### config.mk
export PLATFORM = sky130hd
export DESIGN_NAME = rpio_top
export DESIGN_NICKNAME = d
export VERILOG_FILES = /design/src/core/rpio_pkg.sv /design/src/core/rpio_top.sv
export SDC_FILE = /design/constraint.sdc
export NUM_CORES = 1
export LEC_CHECK = 0
export BUFFER_PORTS_ARGS = -buffer_cell sky130_fd_sc_hd__clkbuf_2
export CAP_MARGIN = 10
export CORE_UTILIZATION = 50
export CTS_BUF_LIST = sky130_fd_sc_hd__clkbuf_16
export DETAILED_ROUTE_END_ITERATION = 10
export PLACE_DENSITY_LB_ADDON = 0.12
export RECOVER_POWER = 100
export SLEW_MARGIN = 20
export SYNTH_ARGS = -nofsm -noshare
export SYNTH_HDL_FRONTEND = slang
export SYNTH_SLANG_ARGS = --single-unit
### constraint.sdc
create_clock -name mclk -period 4.1 [get_ports mclk]
set_clock_uncertainty 0.1 [all_clocks]
set_input_delay 0.82 -clock mclk [delete_from_list [all_inputs] [get_ports mclk]]
set_output_delay 0.82 -clock mclk [all_outputs]
set_load 0.1 [all_outputs]
### src/core/rpio_pkg.sv
// constants and carrier types for the banked parallel i/o ports
//
// Behaviour
// - Four banks of three byte ports; bank k uses the direction word at 8*(k-1)+3.
// - Each port changes direction as a whole byte, never per line.
// - Word bit 4 sets first port, bit 1 second port; 1 input.
// - Third port is output only when word bits 3 and 0 are both zero.
// - After reset bits 0,1,3,4 are set: all twelve ports are inputs.
// - Word bits 2,5,6 have no effect; software writes bit 7 as one.
// - Every port owns an output register written whatever its direction.
// - Value preset while input is driven at once when switched to output.
// - Line 0 of bank one's first port is the device interrupt source.
// - Port bytes sit at offsets 8*(k-1)+0,1,2 from the i/o base.
// - Reading an input port returns live line levels, active high.
// - Reading an output port returns the register driving the lines.
// - Outputs are active high: a stored one drives the line high.
package rpio_pkg;

    // ------------------------------------------------------------
    // geometry
    // ------------------------------------------------------------
    localparam int RPIO_BANKS          = 4;
    localparam int RPIO_PORTS_PER_BANK = 3;
    localparam int RPIO_PORTS          = RPIO_BANKS * RPIO_PORTS_PER_BANK;
    localparam int RPIO_ADDR_W         = 5;

    // ------------------------------------------------------------
    // byte offsets from the i/o base
    // ------------------------------------------------------------
    localparam logic [RPIO_ADDR_W-1:0] RPIO_BANK_STRIDE = 5'h08;
    localparam logic [2:0] RPIO_FIRST_OFS  = 3'h0;
    localparam logic [2:0] RPIO_SECOND_OFS = 3'h1;
    localparam logic [2:0] RPIO_THIRD_OFS  = 3'h2;
    localparam logic [2:0] RPIO_DIR_OFS    = 3'h3;

    localparam logic [RPIO_ADDR_W-1:0] BANK1_FIRST_BYTE     = 5'h00;
    localparam logic [RPIO_ADDR_W-1:0] BANK1_SECOND_BYTE    = 5'h01;
    localparam logic [RPIO_ADDR_W-1:0] BANK1_THIRD_BYTE     = 5'h02;
    localparam logic [RPIO_ADDR_W-1:0] BANK1_DIRECTION_WORD = 5'h03;
    localparam logic [RPIO_ADDR_W-1:0] BANK2_FIRST_BYTE     = 5'h08;
    localparam logic [RPIO_ADDR_W-1:0] BANK2_SECOND_BYTE    = 5'h09;
    localparam logic [RPIO_ADDR_W-1:0] BANK2_THIRD_BYTE     = 5'h0A;
    localparam logic [RPIO_ADDR_W-1:0] BANK2_DIRECTION_WORD = 5'h0B;
    localparam logic [RPIO_ADDR_W-1:0] BANK3_FIRST_BYTE     = 5'h10;
    localparam logic [RPIO_ADDR_W-1:0] BANK3_SECOND_BYTE    = 5'h11;
    localparam logic [RPIO_ADDR_W-1:0] BANK3_THIRD_BYTE     = 5'h12;
    localparam logic [RPIO_ADDR_W-1:0] BANK3_DIRECTION_WORD = 5'h13;
    localparam logic [RPIO_ADDR_W-1:0] BANK4_FIRST_BYTE     = 5'h18;
    localparam logic [RPIO_ADDR_W-1:0] BANK4_SECOND_BYTE    = 5'h19;
    localparam logic [RPIO_ADDR_W-1:0] BANK4_THIRD_BYTE     = 5'h1A;
    localparam logic [RPIO_ADDR_W-1:0] BANK4_DIRECTION_WORD = 5'h1B;

    // ------------------------------------------------------------
    // direction word fields
    // ------------------------------------------------------------
    localparam int THIRD_PORT_DIR_LOW_BIT  = 0;
    localparam int SECOND_PORT_DIR_BIT     = 1;
    localparam int UNUSED_BIT_TWO          = 2;
    localparam int THIRD_PORT_DIR_HIGH_BIT = 3;
    localparam int FIRST_PORT_DIR_BIT      = 4;
    localparam int UNUSED_BIT_FIVE         = 5;
    localparam int UNUSED_BIT_SIX          = 6;
    localparam int FIXED_ONE_BIT           = 7;
    localparam logic [7:0] RPIO_DIR_ACTIVE_MASK = 8'h1B;

    // ------------------------------------------------------------
    // reset values
    // ------------------------------------------------------------
    localparam logic [7:0] RPIO_DIR_RESET = 8'h9B;
    localparam logic [7:0] RPIO_OUT_RESET = 8'h00;

    // ------------------------------------------------------------
    // carriers
    // ------------------------------------------------------------
    typedef struct packed {
        logic                   wr;
        logic                   rd;
        logic [RPIO_ADDR_W-1:0] addr;
        logic [7:0]             wdata;
    } rpio_req_t;

    typedef logic [RPIO_PORTS-1:0][7:0] rpio_lines_t;

endpackage

### src/core/rpio_top.sv
// twelve byte-wide i/o ports in four banks, host byte i/o access
`timescale 1ns/1ns
module rpio_top (
    input  wire logic                 mclk,
    input  wire logic                 reset,
    input  wire logic                 clk_en,
    input  wire rpio_pkg::rpio_req_t  io_req,
    output logic [7:0]                io_rdata_q,
    output logic                      io_rvalid_q,
    input  wire rpio_pkg::rpio_lines_t line_in,
    output rpio_pkg::rpio_lines_t     line_out_q,
    output rpio_pkg::rpio_lines_t     line_oe_q,
    output logic                      irq_src_q
);
    import rpio_pkg::*;

    // ------------------------------------------------------------
    // address decode
    // ------------------------------------------------------------
    logic [1:0] req_bank;
    logic [2:0] req_sel;
    logic       hit_port;
    logic       hit_dir;
    logic [3:0] rd_idx;

    assign req_bank = io_req.addr[4:3];
    assign req_sel  = io_req.addr[2:0];
    assign hit_port = (req_sel == RPIO_FIRST_OFS) || (req_sel == RPIO_SECOND_OFS)
                   || (req_sel == RPIO_THIRD_OFS);
    assign hit_dir  = (req_sel == RPIO_DIR_OFS);
    assign rd_idx   = 4'(req_bank * RPIO_PORTS_PER_BANK) + 4'(req_sel);

    // ------------------------------------------------------------
    // state
    // ------------------------------------------------------------
    logic [RPIO_BANKS-1:0][7:0] dir_q;
    logic [RPIO_BANKS-1:0][7:0] dir_d;
    rpio_lines_t                out_d;
    rpio_lines_t                oe_d;
    rpio_lines_t                port_val;
    logic [RPIO_PORTS-1:0]      port_is_out;

    genvar gb;
    genvar gp;
    generate
        for (gb = 0; gb < RPIO_BANKS; gb++) begin : g_bank
            // bank gb answers to the direction word at offset 3 of its own bank
            assign dir_d[gb] = (io_req.wr && hit_dir && req_bank == 2'(gb))
                             ? io_req.wdata : dir_q[gb];
            // only bits 0,1,3,4 are decoded; the rest are stored but inert
            assign oe_d[gb*3+0] = {8{~dir_d[gb][FIRST_PORT_DIR_BIT]}};
            assign oe_d[gb*3+1] = {8{~dir_d[gb][SECOND_PORT_DIR_BIT]}};
            assign oe_d[gb*3+2] = {8{~dir_d[gb][THIRD_PORT_DIR_HIGH_BIT]
                                   & ~dir_d[gb][THIRD_PORT_DIR_LOW_BIT]}};
            for (gp = 0; gp < RPIO_PORTS_PER_BANK; gp++) begin : g_port
                localparam int P = gb * RPIO_PORTS_PER_BANK + gp;
                localparam logic [RPIO_ADDR_W-1:0] OFS =
                    RPIO_ADDR_W'(gb * RPIO_BANK_STRIDE + gp);
                // register written regardless of direction so it can be preset
                assign out_d[P] = (io_req.wr && io_req.addr == OFS)
                                ? io_req.wdata : line_out_q[P];
                assign port_is_out[P] = line_oe_q[P][0];
                assign port_val[P] = port_is_out[P] ? line_out_q[P]
                                                    : line_in[P];
            end
        end
    endgenerate

    // ------------------------------------------------------------
    // read selection
    // ------------------------------------------------------------
    logic [7:0] rd_d;

    assign rd_d = !io_req.rd ? RPIO_OUT_RESET
                : hit_port   ? port_val[rd_idx]
                : hit_dir    ? dir_q[req_bank]
                : 8'h00;

    // ------------------------------------------------------------
    // registers
    // ------------------------------------------------------------
    // drivers follow dir_d so a direction write shows one cycle later,
    // and the preset value is already on line_out_q: no glitch level
    always_ff @(posedge mclk) begin
        if (reset) begin
            dir_q      <= {RPIO_BANKS{RPIO_DIR_RESET}};
            line_oe_q  <= '0;
            line_out_q <= {RPIO_PORTS{RPIO_OUT_RESET}};
        end else if (clk_en) begin
            dir_q      <= dir_d;
            line_oe_q  <= oe_d;
            line_out_q <= out_d;
        end
    end

    always_ff @(posedge mclk) begin
        if (reset) begin
            io_rdata_q  <= 8'h00;
            io_rvalid_q <= 1'b0;
            irq_src_q   <= 1'b0;
        end else if (clk_en) begin
            io_rdata_q  <= rd_d;
            io_rvalid_q <= io_req.rd;
            irq_src_q   <= port_val[0][0];
        end
    end
endmodule

# Yosys cells after proc, flatten, opt, wreduce, memory -nomap -nowiden
# Index checks and enable logic that the tools add are counted.
# word_totals
elab_cells,137
ff_bits,150
# classes
bitwise,20
eq_ne,17
magnitude_cmp,2
n_mul,1
add_sub_neg,1
mux,23
reduce_logical,38
# op_table
op,count
$mux 8,17
$bmux 8 s4,1
$reduce_and 2->1,16
$eq 5x5->1 const B,6
$mux 5,4
$logic_and 1x1->1,17
$bmux 8 s2,1
$not 1->1,16
$eq 5x4->1 const B,3
$eq 3x2->1 const B,2
$eq 5x1->1 const B,1
$eq 5x2->1 const B,1
$logic_not 5->1,1
$lt 4x5->1 const B,1
$add 4x3->4,1
$and 1x1->1,4
$eq 2x2->1 const B,2
$mul 2x2->4 const B,1
$eq 3x1->1 const B,1
$logic_not 3->1,1
$lt 2x3->1 const B,1
$eq 2x1->1 const B,1
$logic_not 2->1,1
$logic_or 1x1->1,2

# Depth between registers and ports, before layout
# Gate-level depths: netlist of run 1.
# logic_depth
depth_word,6
ltp_mapped,13

# Least setup slack after synthesis of run 1
# Ideal clock, no wire load.
# synth_timing
kind,input to register
startpoint,input port io_req[11] (netlist name)
endpoint,register io_rdata_q[6]
setup_ns,0.081
n_path_buf,1
t_arrival_ns,3.527
stages,12
required_ns,3.919
setup_slack_ns,0.393
cell_sequence,buf_2 > inv_1 > fa_1 > inv_1 > ha_1 > inv_1 > fa_1 > xor2_2 > mux4_2 > nand2_1 > nand3_1 > a41oi_1
# synth_between
elab_chain_cells,6
word_cells_on_any_way,9
classes_between,add/sub: 1; mul: 1; mux: 7
# synth_rtl
item,line_no,text
"start, declared",rpio_top.sv:7,"input wire rpio_pkg::rpio_req_t io_req,"
$mul 2x2->4,rpio_top.sv:31,assign rd_idx = 4'(req_bank * RPIO_PORTS_PER_BANK) + 4'(req_sel);
$add 4x3->4,rpio_top.sv:31,
$bmux 8 s4,rpio_top.sv:75,: hit_port ? port_val[rd_idx]
$mux 8 (not written as such),rpio_top.sv:75,
$mux 8 *,rpio_top.sv:75,
$mux 8 *,rpio_top.sv:74,assign rd_d = !io_req.rd ? RPIO_OUT_RESET
"end signal, assigned",rpio_top.sv:102,io_rdata_q <= rd_d;
"end, declared",rpio_top.sv:8,"output logic [7:0] io_rdata_q,"
# Every way passes the cells marked *; elsewhere a longest branch is shown, timed or not. The select of a mux whose other input is x is not followed.
# A chain may end at the register's enable or synchronous reset.

# Final worst setup path of run 1
# layout_timing
startpoint,input port io_req[11] (netlist name)
endpoint,register io_rdata_q[2]
# Same word-level chain as after synthesis.

==> results_dict.tcl, run 1 <==
set metrics [dict create \
    crit_family "adder cells" \
    die_h_um 132 \
    grt_pass1_wl_um 42200 \
    antenna_found_initial 0 \
    gp_congestion 0.911 \
    synth_edf_count 0 \
    core.rowCount 47 \
    synth-xor-area-share_pct 0.294 \
    ios 316 \
    synthAdderAreaFrac_pct 1.50 \
    hold_violations 0 \
    drc 0 \
    fill_cells 1650 \
    regArea_um2 3000 \
    grt-ovfl-total 0 \
    synthFlopType "dfxtp_1" \
    p_int_mw 2.76 \
    p_comb_share_pct 18.2 \
    via_per_inst 5.62 \
    end_kind "register" \
    multi_input_area_um2 4490 \
    critPathMostFrequentCell "inv_1" \
    setup-tns-final_ns 0 \
    status "complete, but fails checks" \
    path_clk_slew_ns 0.06 \
    violations "capacitance limit, slew limit" \
    synth.avg_cell_area_um2 9.14 \
    crit_arrival_ns 3.96 \
    clockRootBuffer "clkbuf_16" \
    synthSimpleGateAreaFrac_pct 17.0 \
    cp_slowest_stage_delay_ns 0.72 \
    synth_mux_area_share_pct 26.1 \
    cp_max_fo 7 \
    routed_wl_um 28500 \
    hold_buffers 0 \
    hpwl_um 20500 \
    drt-pass1-iter-count 5 \
    synth_area_leaders "dfxtp_1 35%, mux2i_1 20%, buf_4 7.5%" \
    die-area_um2 17500 \
    start_util_pct 51.3 \
    max_cap_viol_count 5 \
    ctsResizeCount 0 \
    clockBufferDepth 2 \
    yosysSeqAreaShare_pct 35.3 \
    slew_headroom_pct -10.4 \
    cts-buffers-inserted 17 \
    cpMaxStageDelayCell "fa_1" \
    synth_compound_area_share_pct 8.43 \
    vias 7649 \
    path_cells "clkbuf_1 > inv_1 > fa_1 > inv_1 > ha_1 > inv_1 > fa_1 > inv_1 > nand3_1 > o22ai_1 > o41ai_1 > buf_4 > a221oi_1" \
    synth_fp_nets 1053 \
    post-route-period-util_pct 93.4 \
    clock_latency_ns 0.44 \
    synth_area_leader_cell "dfxtp_1" \
    p_total_mw 3.96 \
    worst_pin_slew_ns 1.64 \
    reg2reg_setup_slack_ns 1.32 \
    fin_hold_ws_ns 0.362 \
    worst-setup-path-type "input pin to register" \
    post_cts_buffers 0 \
    swShare_pct 30.4 \
    cp_data_required_time_ns 4.23 \
    synth_area_um2 8500 \
    final_cell_mix "213 x clkbuf_1, 174 x mux2i_1, 150 x dfxtp_1, 114 x nor2_1, 110 x clkbuf_2" \
    cts_sinks 150 \
    async_reset_ff_share_pct 0 \
    synth_top_family_by_area "multiplexers" \
    p_sw_mw 1.21 \
    mostFrequentLayoutCell "clkbuf_1" \
    leakage_nw 3.95 \
    syn-instance-count 930 \
    fmax_mhz 261 \
    tritoncts "built" \
    grt_pass1_vias 7101 \
    power_density_nw_per_um2 401 \
    core_um2 16600 \
    vdd_drop_max_mv 0.300 \
    report.final.slew_viol_count 167 \
    p_seq_share_pct 37.6 \
    finalNetCount 1251 \
    drt_iter0_drc 492 \
    yosys_warnings 0 \
    hold_path_class "register to register" \
    clockPowerShare_pct 44.2 \
    start_kind "input pin" \
    wl_per_cell_um 20.9 \
    postSynthRegisterBits 150 \
    port-buffer-count 315 \
    setup_violations 0 \
    crit_buf_inv 6 \
    area_growth_pct 16.3 \
    die_x_um 132 \
    rsz0062_at_grt "false" \
    synth_cell_type_count 46 \
    grtUsageTotal_pct 32.4 \
    h-tree-depth 4 \
    layout_min_cycle_time_ns 3.83 \
    yosysTopAreaCellShare_pct 35.3 \
    antenna_left 0 \
    grt_max_degree 76 \
    drive_gt1_share_pct 15.4 \
]
==> worst paths after layout <==
path	startpoint	to	cells past startpoint
worst max register to register	line_oe_q[16]	io_rdata_q[2]	5
worst min register to register	dir_q[6]	dir_q[6]	2
worst max-delay path	io_req[11]	io_rdata_q[2]	13
worst min-delay path	dir_q[6]	dir_q[6]	2
==> layer usage <==
metal	global-route usage [%]	part of all wire, %
met5	1.11	0
met4	15.4	3.8
met3	8.30	7.9
met2	50.4	46
met1	41.8	43
==> cells in the mapped netlist (all sizes together), types with 2 or more instances <==
library cell  count
mux2i           174
dfxtp           150
buf             116
nor2            115
nand2            62
a211oi           42
nand3            42
clkbuf           39
a21oi            22
nand3b           22
nor2b            20
mux2             16
nor3             16
mux4             12
o22ai            10
inv               9
nand2b            9
o21ai             9
a221oi            7
ha                7
or3               5
and2              4
a22o              3
a221o             2
fa                2
o221ai            2
o31ai             2
==> kinds of logic (layout without fill, tap and decap cells) <==
family | after synthesis | count (layout)
compound gates | 104 | 104
xor+xnor | 2 | 2
fa+ha+maj | 9 | 9
buf+inv | 164 | 375
flops | 150 | 150
mux | 202 | 202
other cells | 0 | 1
simple gates | 299 | 299
==> power by group through the flow <==
stage,Sequential (mW),Clock [mW],Combinational [mW]
after floorplan,1.59,0,0.469
after global placement,1.52,0,0.729
after detailed placement,1.52,0,0.727
after CTS,1.49,1.77,0.729
after global routing,1.49,1.82,0.761
final,1.49,1.75,0.721
==> tightest hold or removal path, stage by stage, from the launching register on <==
cell	delay [ns]
dfxtp_1	0.31
nand2_1	0.05
a21oi_1	0.06
==> flip-flops by register name (all words and copies together) (netlist names) <==
name	flops
io_rvalid_q	1
dir_q	32
line_out_q	96
io_rdata_q	8
irq_src_q	1
line_oe_q	12
==> through the flow <==
stage	worst slack, ns	area, um2	utilization (%)	std cells
global route	0.149	9890	59.6	1361
CTS	0.437	10200	61.6	1361
global placement	-0.0531	9570	57.7	1329
finish	0.269	9890	59.6	1362
floorplan	0.393	8500	-	930
detailed placement	-0.00289	9570	57.7	1329
==> area by class of cell <==
| cell class | count | area share, % |
|---|---|---|
| Sequential cell | 150 | 30.4 |
| Clock buffer | 17 | 4.30 |
| Timing Repair Buffer | 334 | 14.5 |
| Clock inverter | 15 | 2.30 |
| Antenna cell | 1 | 0.0253 |
| Multi-Input combinational cell | 616 | 45.4 |
| Inverter | 9 | 0.342 |
| Tap cell | 220 | 2.78 |
Power figures use the tool's default switching activity.
==> run 2: changes to the inputs <==
PLACE_DENSITY = 0.79   (was unset)
PLACE_DENSITY_LB_ADDON = unset   (was 0.12)
SETUP_SLACK_MARGIN = 0.5   (was unset)
==> run 2 against run 1 <==
  * The run still ends with capacitance limit, slew limit left
  * Highest routed layer unchanged
  * Register-to-register slack better by 0.08 ns
  * Worst hold slack hardly changed
  * Clock power is 7% lower
  * Critical path type unchanged
  * Count of clock-buffer cells in the layout stayed put
  * Largest power group unchanged
  * Core utilization hardly changed
  * Die area stayed put
  * Worst setup slack better by 0.19 ns
  * Non-clock buffer count is 2 lower
  * Largest cell class unchanged
  * Final cell count is 0.22% lower
  * Global-route usage is 0.30 points lower
  * Flip-flop and latch count stayed put
==> results_dict.tcl, run 2 (synthesis results as in run 1) <==
set metrics [dict create \
    clock_latency_ns 0.44 \
    ctsResizeCount 0 \
    setup_violations 0 \
    drive_gt1_share_pct 16.4 \
    critPathCapture "io_rdata_q[3]" \
    p_comb_share_pct 19.0 \
    fin_area_um2 9890 \
    hold_violations 0 \
    worst_pin_slew_ns 3.08 \
    status "complete, but fails checks" \
    hpwl_um 20900 \
    tritoncts "built" \
    diodes 0 \
    path_clk_slew_ns 0.06 \
    gp_congestion 0.875 \
    ios 316 \
    vdd_drop_max_mv 0.250 \
    grt-ovfl-total 0 \
    crit_arrival_ns 3.68 \
    max_cap_viol_count 1 \
    cp_max_fo 9 \
    r2r_start "line_oe_q[0]" \
    swShare_pct 31.3 \
    start_util_pct 51.3 \
    startpoint "io_req[12]" \
    core_um2 16600 \
    clockPowerShare_pct 42.1 \
    reg_top3 "line_out_q x96, dir_q x32, line_oe_q x12" \
    top_register "line_out_q" \
    fmax_mhz 275 \
    p_int_mw 2.64 \
    routed_wl_um 28300 \
    core.rowCount 47 \
    antenna_found_initial 0 \
    p_sw_mw 1.20 \
    rsz0062_at_grt "false" \
    drt_iter0_drc 782 \
    area_growth_pct 16.4 \
    min_from "dir_q[6]" \
    setup-tns-final_ns 0 \
    clockBufferDepth 2 \
    p_seq_share_pct 38.8 \
    antenna_left 0 \
    start_kind "input pin" \
    ff2ff_path_depth 4 \
    grt_pass1_vias 7056 \
    hold_path_class "register to register" \
    mostFrequentLayoutCell "clkbuf_1" \
    fin_hold_ws_ns 0.362 \
    grt_max_degree 72 \
    layout_min_cycle_time_ns 3.64 \
    finalNetCount 1249 \
    report.final.slew_viol_count 71 \
    clockRootBuffer "clkbuf_16" \
    largest_reg_flops 96 \
    cp_data_required_time_ns 4.14 \
    cts-buffers-inserted 17 \
    drc 0 \
    cts_sinks 150 \
    worst-setup-path-type "input pin to register" \
    slew_headroom_pct -105 \
    wl_per_cell_um 20.8 \
    die_x_um 132 \
    dpl_cell_area_um2 9570 \
    final_cells 1359 \
    power_density_nw_per_um2 388 \
    vias 7755 \
    leakage_nw 3.98 \
    violations "capacitance limit, slew limit" \
    die-area_um2 17500 \
    end_kind "register" \
    fill_cells 1596 \
    r2r_end "io_rdata_q[3]" \
    dp_cells 1327 \
    grt_pass1_wl_um 42200 \
    post-route-period-util_pct 88.8 \
    drt-pass1-iter-count 5 \
    grtUsageTotal_pct 32.1 \
    h-tree-depth 4 \
    die_h_um 132 \
    utilization_pct 59.7 \
    final_cell_mix "206 x clkbuf_1, 174 x mux2i_1, 150 x dfxtp_1, 111 x nor2_1, 111 x clkbuf_2" \
    via_per_inst 5.71 \
    port-buffer-count 315 \
    hold_buffers 0 \
    reg2reg_setup_slack_ns 1.40 \
    post_cts_buffers 0 \
]
[run 2: cell types whose count changed in the layout (fill, tap and decap cells not counted), sizes merged]
cell / delta
buf: +4
clkbuf: -6
inv: +3
bufinv: -2
diode: -1
clkinv: +3
clkinvlp: -4
[run 2: power groups by stage]
stage / combinational, mW / clock [mW] / sequential, mW
after floorplan: 0.472 / 0 / 1.59
after global placement: 0.727 / 0 / 1.52
after detailed placement: 0.727 / 0 / 1.52
after CTS: 0.730 / 1.63 / 1.49
after global routing: 0.767 / 1.70 / 1.49
final: 0.731 / 1.62 / 1.49
[run 2: cell type report]
cell class,instances,area [um2],share of cell area (%)
Clock buffer,17,425,4.30
Inverter,9,33.8,0.341
Clock inverter,15,173,1.75
Sequential cell,150,3000,30.3
Multi-Input combinational cell,616,4530,45.8
Tap cell,220,275,2.78
Timing Repair Buffer,332,1450,14.7
[run 2: critical path, cell delays in order]
cell and delay, ns:
clkbuf_2 0.09, inv_1 0.14, fa_1 0.44, inv_1 0.07, ha_1 0.13, inv_1 0.05
fa_1 0.65, and3_1 0.31, a221o_1 0.35, o31ai_1 0.44, a221oi_1 0.18
[run 2: how the worst min path moves through the flow]
stage	to	slack [ns]	depth (start not counted)
CTS	dir_q[6]	0.36	2
detailed placement	dir_q[18]	0.35	2
global placement	dir_q[6]	0.34	2
global route	line_out_q[72]	0.39	2
finish	dir_q[6]	0.36	2
floorplan	dir_q[31]	0.33	2
[run 2: metrics by stage]
| step | setup slack [ns] | power (mW) |
|---|---|---|
| 2_1_floorplan | 0.503 | 2.06 |
| 6_report | 0.461 | 3.84 |
| 3_3_place_gp | 0.130 | 2.25 |
| 3_5_place_dp | 0.144 | 2.25 |
| 4_1_cts | 0.597 | 3.85 |
| 5_1_grt | 0.302 | 3.96 |
[run 2: layer usage]
metal | up-vias | global-route usage (%) | part of all wire [%] | wire length (um)
met5 | - | 0 | 0 | 0
met4 | 0 | 16.3 | 3.9 | 1120
met3 | 65 | 8.00 | 8.7 | 2450
met2 | 453 | 50.5 | 46 | 13000
met1 | 3652 | 40.8 | 41 | 11700
li1 | 3585 | - | - | -
==> run 3: changes to the inputs <==
CORE_UTILIZATION = 45   (was 50)
HOLD_SLACK_MARGIN = 0.1   (was unset)
PLACE_DENSITY = 0.72   (was 0.79)
clock period = 4.05 ns   (was 4.1 ns; I/O delays follow)
==> run 3 against run 2 <==
  * The run still ends with capacitance limit, slew limit left
  * First-iteration DRC count fell by 2.3%
  * Final cell count is 0.74% higher
  * Worst hold slack got worse by 0.0044 ns
  * Global-route usage down 2.4 points
  * Critical path type unchanged
  * Largest power group unchanged
==> results_dict.tcl, run 3 (synthesis results as in run 1) <==
set metrics [dict create \
    report.final.slew_viol_count 18 \
    mostFrequentLayoutCell "clkbuf_1" \
    ios 316 \
    status "complete, but fails checks" \
    hpwl_um 21200 \
    regArea_um2 3000 \
    cts_sinks 150 \
    final_cell_mix "210 x clkbuf_1, 174 x mux2i_1, 150 x dfxtp_1, 115 x nor2_1, 109 x clkbuf_2" \
    largest_reg_flops 96 \
    fill_cells 1824 \
    hold_violations 0 \
    grt_pass1_vias 7247 \
    die_x_um 139 \
    violations "capacitance limit, slew limit" \
    finalNetCount 1250 \
    post_cts_buffers 0 \
    leakage_nw 3.93 \
    layout_min_cycle_time_ns 3.58 \
    fmax_mhz 280 \
    grt_max_degree 80 \
    drive_gt1_share_pct 15.6 \
    cts-buffers-inserted 17 \
    antenna_left 0 \
    area_growth_pct 15.9 \
    cp_max_fo 9 \
    clockRootBuffer "clkbuf_16" \
    dp_cells 1337 \
    clockBufferDepth 2 \
    p_comb_share_pct 19.4 \
    ctsResizeCount 0 \
    crit_buf_inv 4 \
    crit_family "adder cells" \
    power_density_nw_per_um2 389 \
    grtUsageTotal_pct 29.7 \
    rsz0062_at_grt "false" \
    slew_headroom_pct -10.6 \
    worst-setup-path-type "input pin to register" \
    port-buffer-count 315 \
    core.rowCount 49 \
    post-route-period-util_pct 88.3 \
    top_register "line_out_q" \
    tritoncts "built" \
    wl_per_cell_um 21.4 \
    drc 0 \
    grt-ovfl-total 0 \
    p_total_mw 3.83 \
    via_per_inst 5.68 \
    p_int_mw 2.61 \
    hold_path_class "register to register" \
    p_sw_mw 1.23 \
    end_kind "register" \
    path_clk_slew_ns 0.07 \
    critPathMostFrequentCell "inv_1" \
    setup_violations 0 \
    start_util_pct 46.7 \
    final_cells 1369 \
    clock_latency_ns 0.43 \
    die_h_um 139 \
    cpMaxStageDelayCell "xor2_1" \
    core_um2 18200 \
    start_kind "input pin" \
    h-tree-depth 4 \
    reg_top3 "line_out_q x96, dir_q x32, line_oe_q x12" \
    cp_slowest_stage_delay_ns 0.64 \
    routed_wl_um 29300 \
    place_worst_setup_slack_ns 0.276 \
    multi_input_area_um2 4490 \
    swShare_pct 32.0 \
    max_cap_viol_count 2 \
    worst_pin_slew_ns 1.65 \
    crit_arrival_ns 3.80 \
    cp_data_required_time_ns 4.28 \
    die-area_um2 19400 \
    p_seq_share_pct 39.3 \
    hold_buffers 0 \
    grt_pass1_wl_um 43100 \
    drt_iter0_drc 764 \
    vias 7771 \
    antenna_found_initial 0 \
    setup-tns-final_ns 0 \
    path_cells "clkbuf_1 > inv_1 > fa_1 > inv_1 > ha_1 > inv_1 > fa_1 > xor2_1 > o221ai_1 > or3_1 > a221oi_1" \
    worst_slack_ns 0.473 \
    diodes 0 \
    gp_congestion 0.895 \
    clockPowerShare_pct 41.3 \
    vdd_drop_max_mv 0.285 \
    drt-pass1-iter-count 6 \
]
run 3: final timing paths:
path	startpoint	to	slack, ns	cells past startpoint
setup reg to reg	line_oe_q[8]	io_rdata_q[3]	1.53	5
setup / recovery	io_req[12]	io_rdata_q[4]	0.47	11
hold / removal	dir_q[30]	dir_q[30]	0.36	2
hold reg to reg	dir_q[30]	dir_q[30]	0.36	2
run 3: stage by stage:
stage / hold slack [ns] / area [um2] / util [%]
3_5_place_dp: 0.348 / 9610 / 52.8
4_1_cts: 0.357 / 10200 / 56.0
3_3_place_gp: 0.341 / 9610 / 52.8
2_1_floorplan: 0.329 / 8540 / -
6_report: 0.358 / 9850 / 54.1
5_1_grt: 0.380 / 9850 / 54.1
run 3: layer usage:
layer	routed length, um	track usage [%]	vias to the layer above
li1	-	-	3589
met1	11900	37.4	3686
met2	13600	48.4	440
met3	2810	7.30	56
met4	1000	12.5	0
met5	0	0	-
run 3: worst register-to-register path: cells and delay by family, from the launching register on:
family	cells	cell delay, ns
compound gates	4	0.99
flops	1	0.90
mux	1	0.38
run 3: final cells by class:
class | instances | area share, %
Multi-Input combinational cell | 616 | 45.6
Sequential cell | 150 | 30.5
Timing Repair Buffer | 333 | 14.7
Clock buffer | 17 | 4.32
Tap cell | 229 | 2.91
Clock inverter | 15 | 1.59
Inverter | 9 | 0.368
run 3: power by group through the flow:
| stage | clock [mW] | combinational (mW) | sequential, mW |
|---|---|---|---|
| after floorplan | 0 | 0.487 | 1.61 |
| after CTS | 1.59 | 0.746 | 1.51 |
| final | 1.58 | 0.742 | 1.51 |
| after detailed placement | 0 | 0.743 | 1.54 |
| after global routing | 1.66 | 0.778 | 1.51 |
| after global placement | 0 | 0.744 | 1.54 |
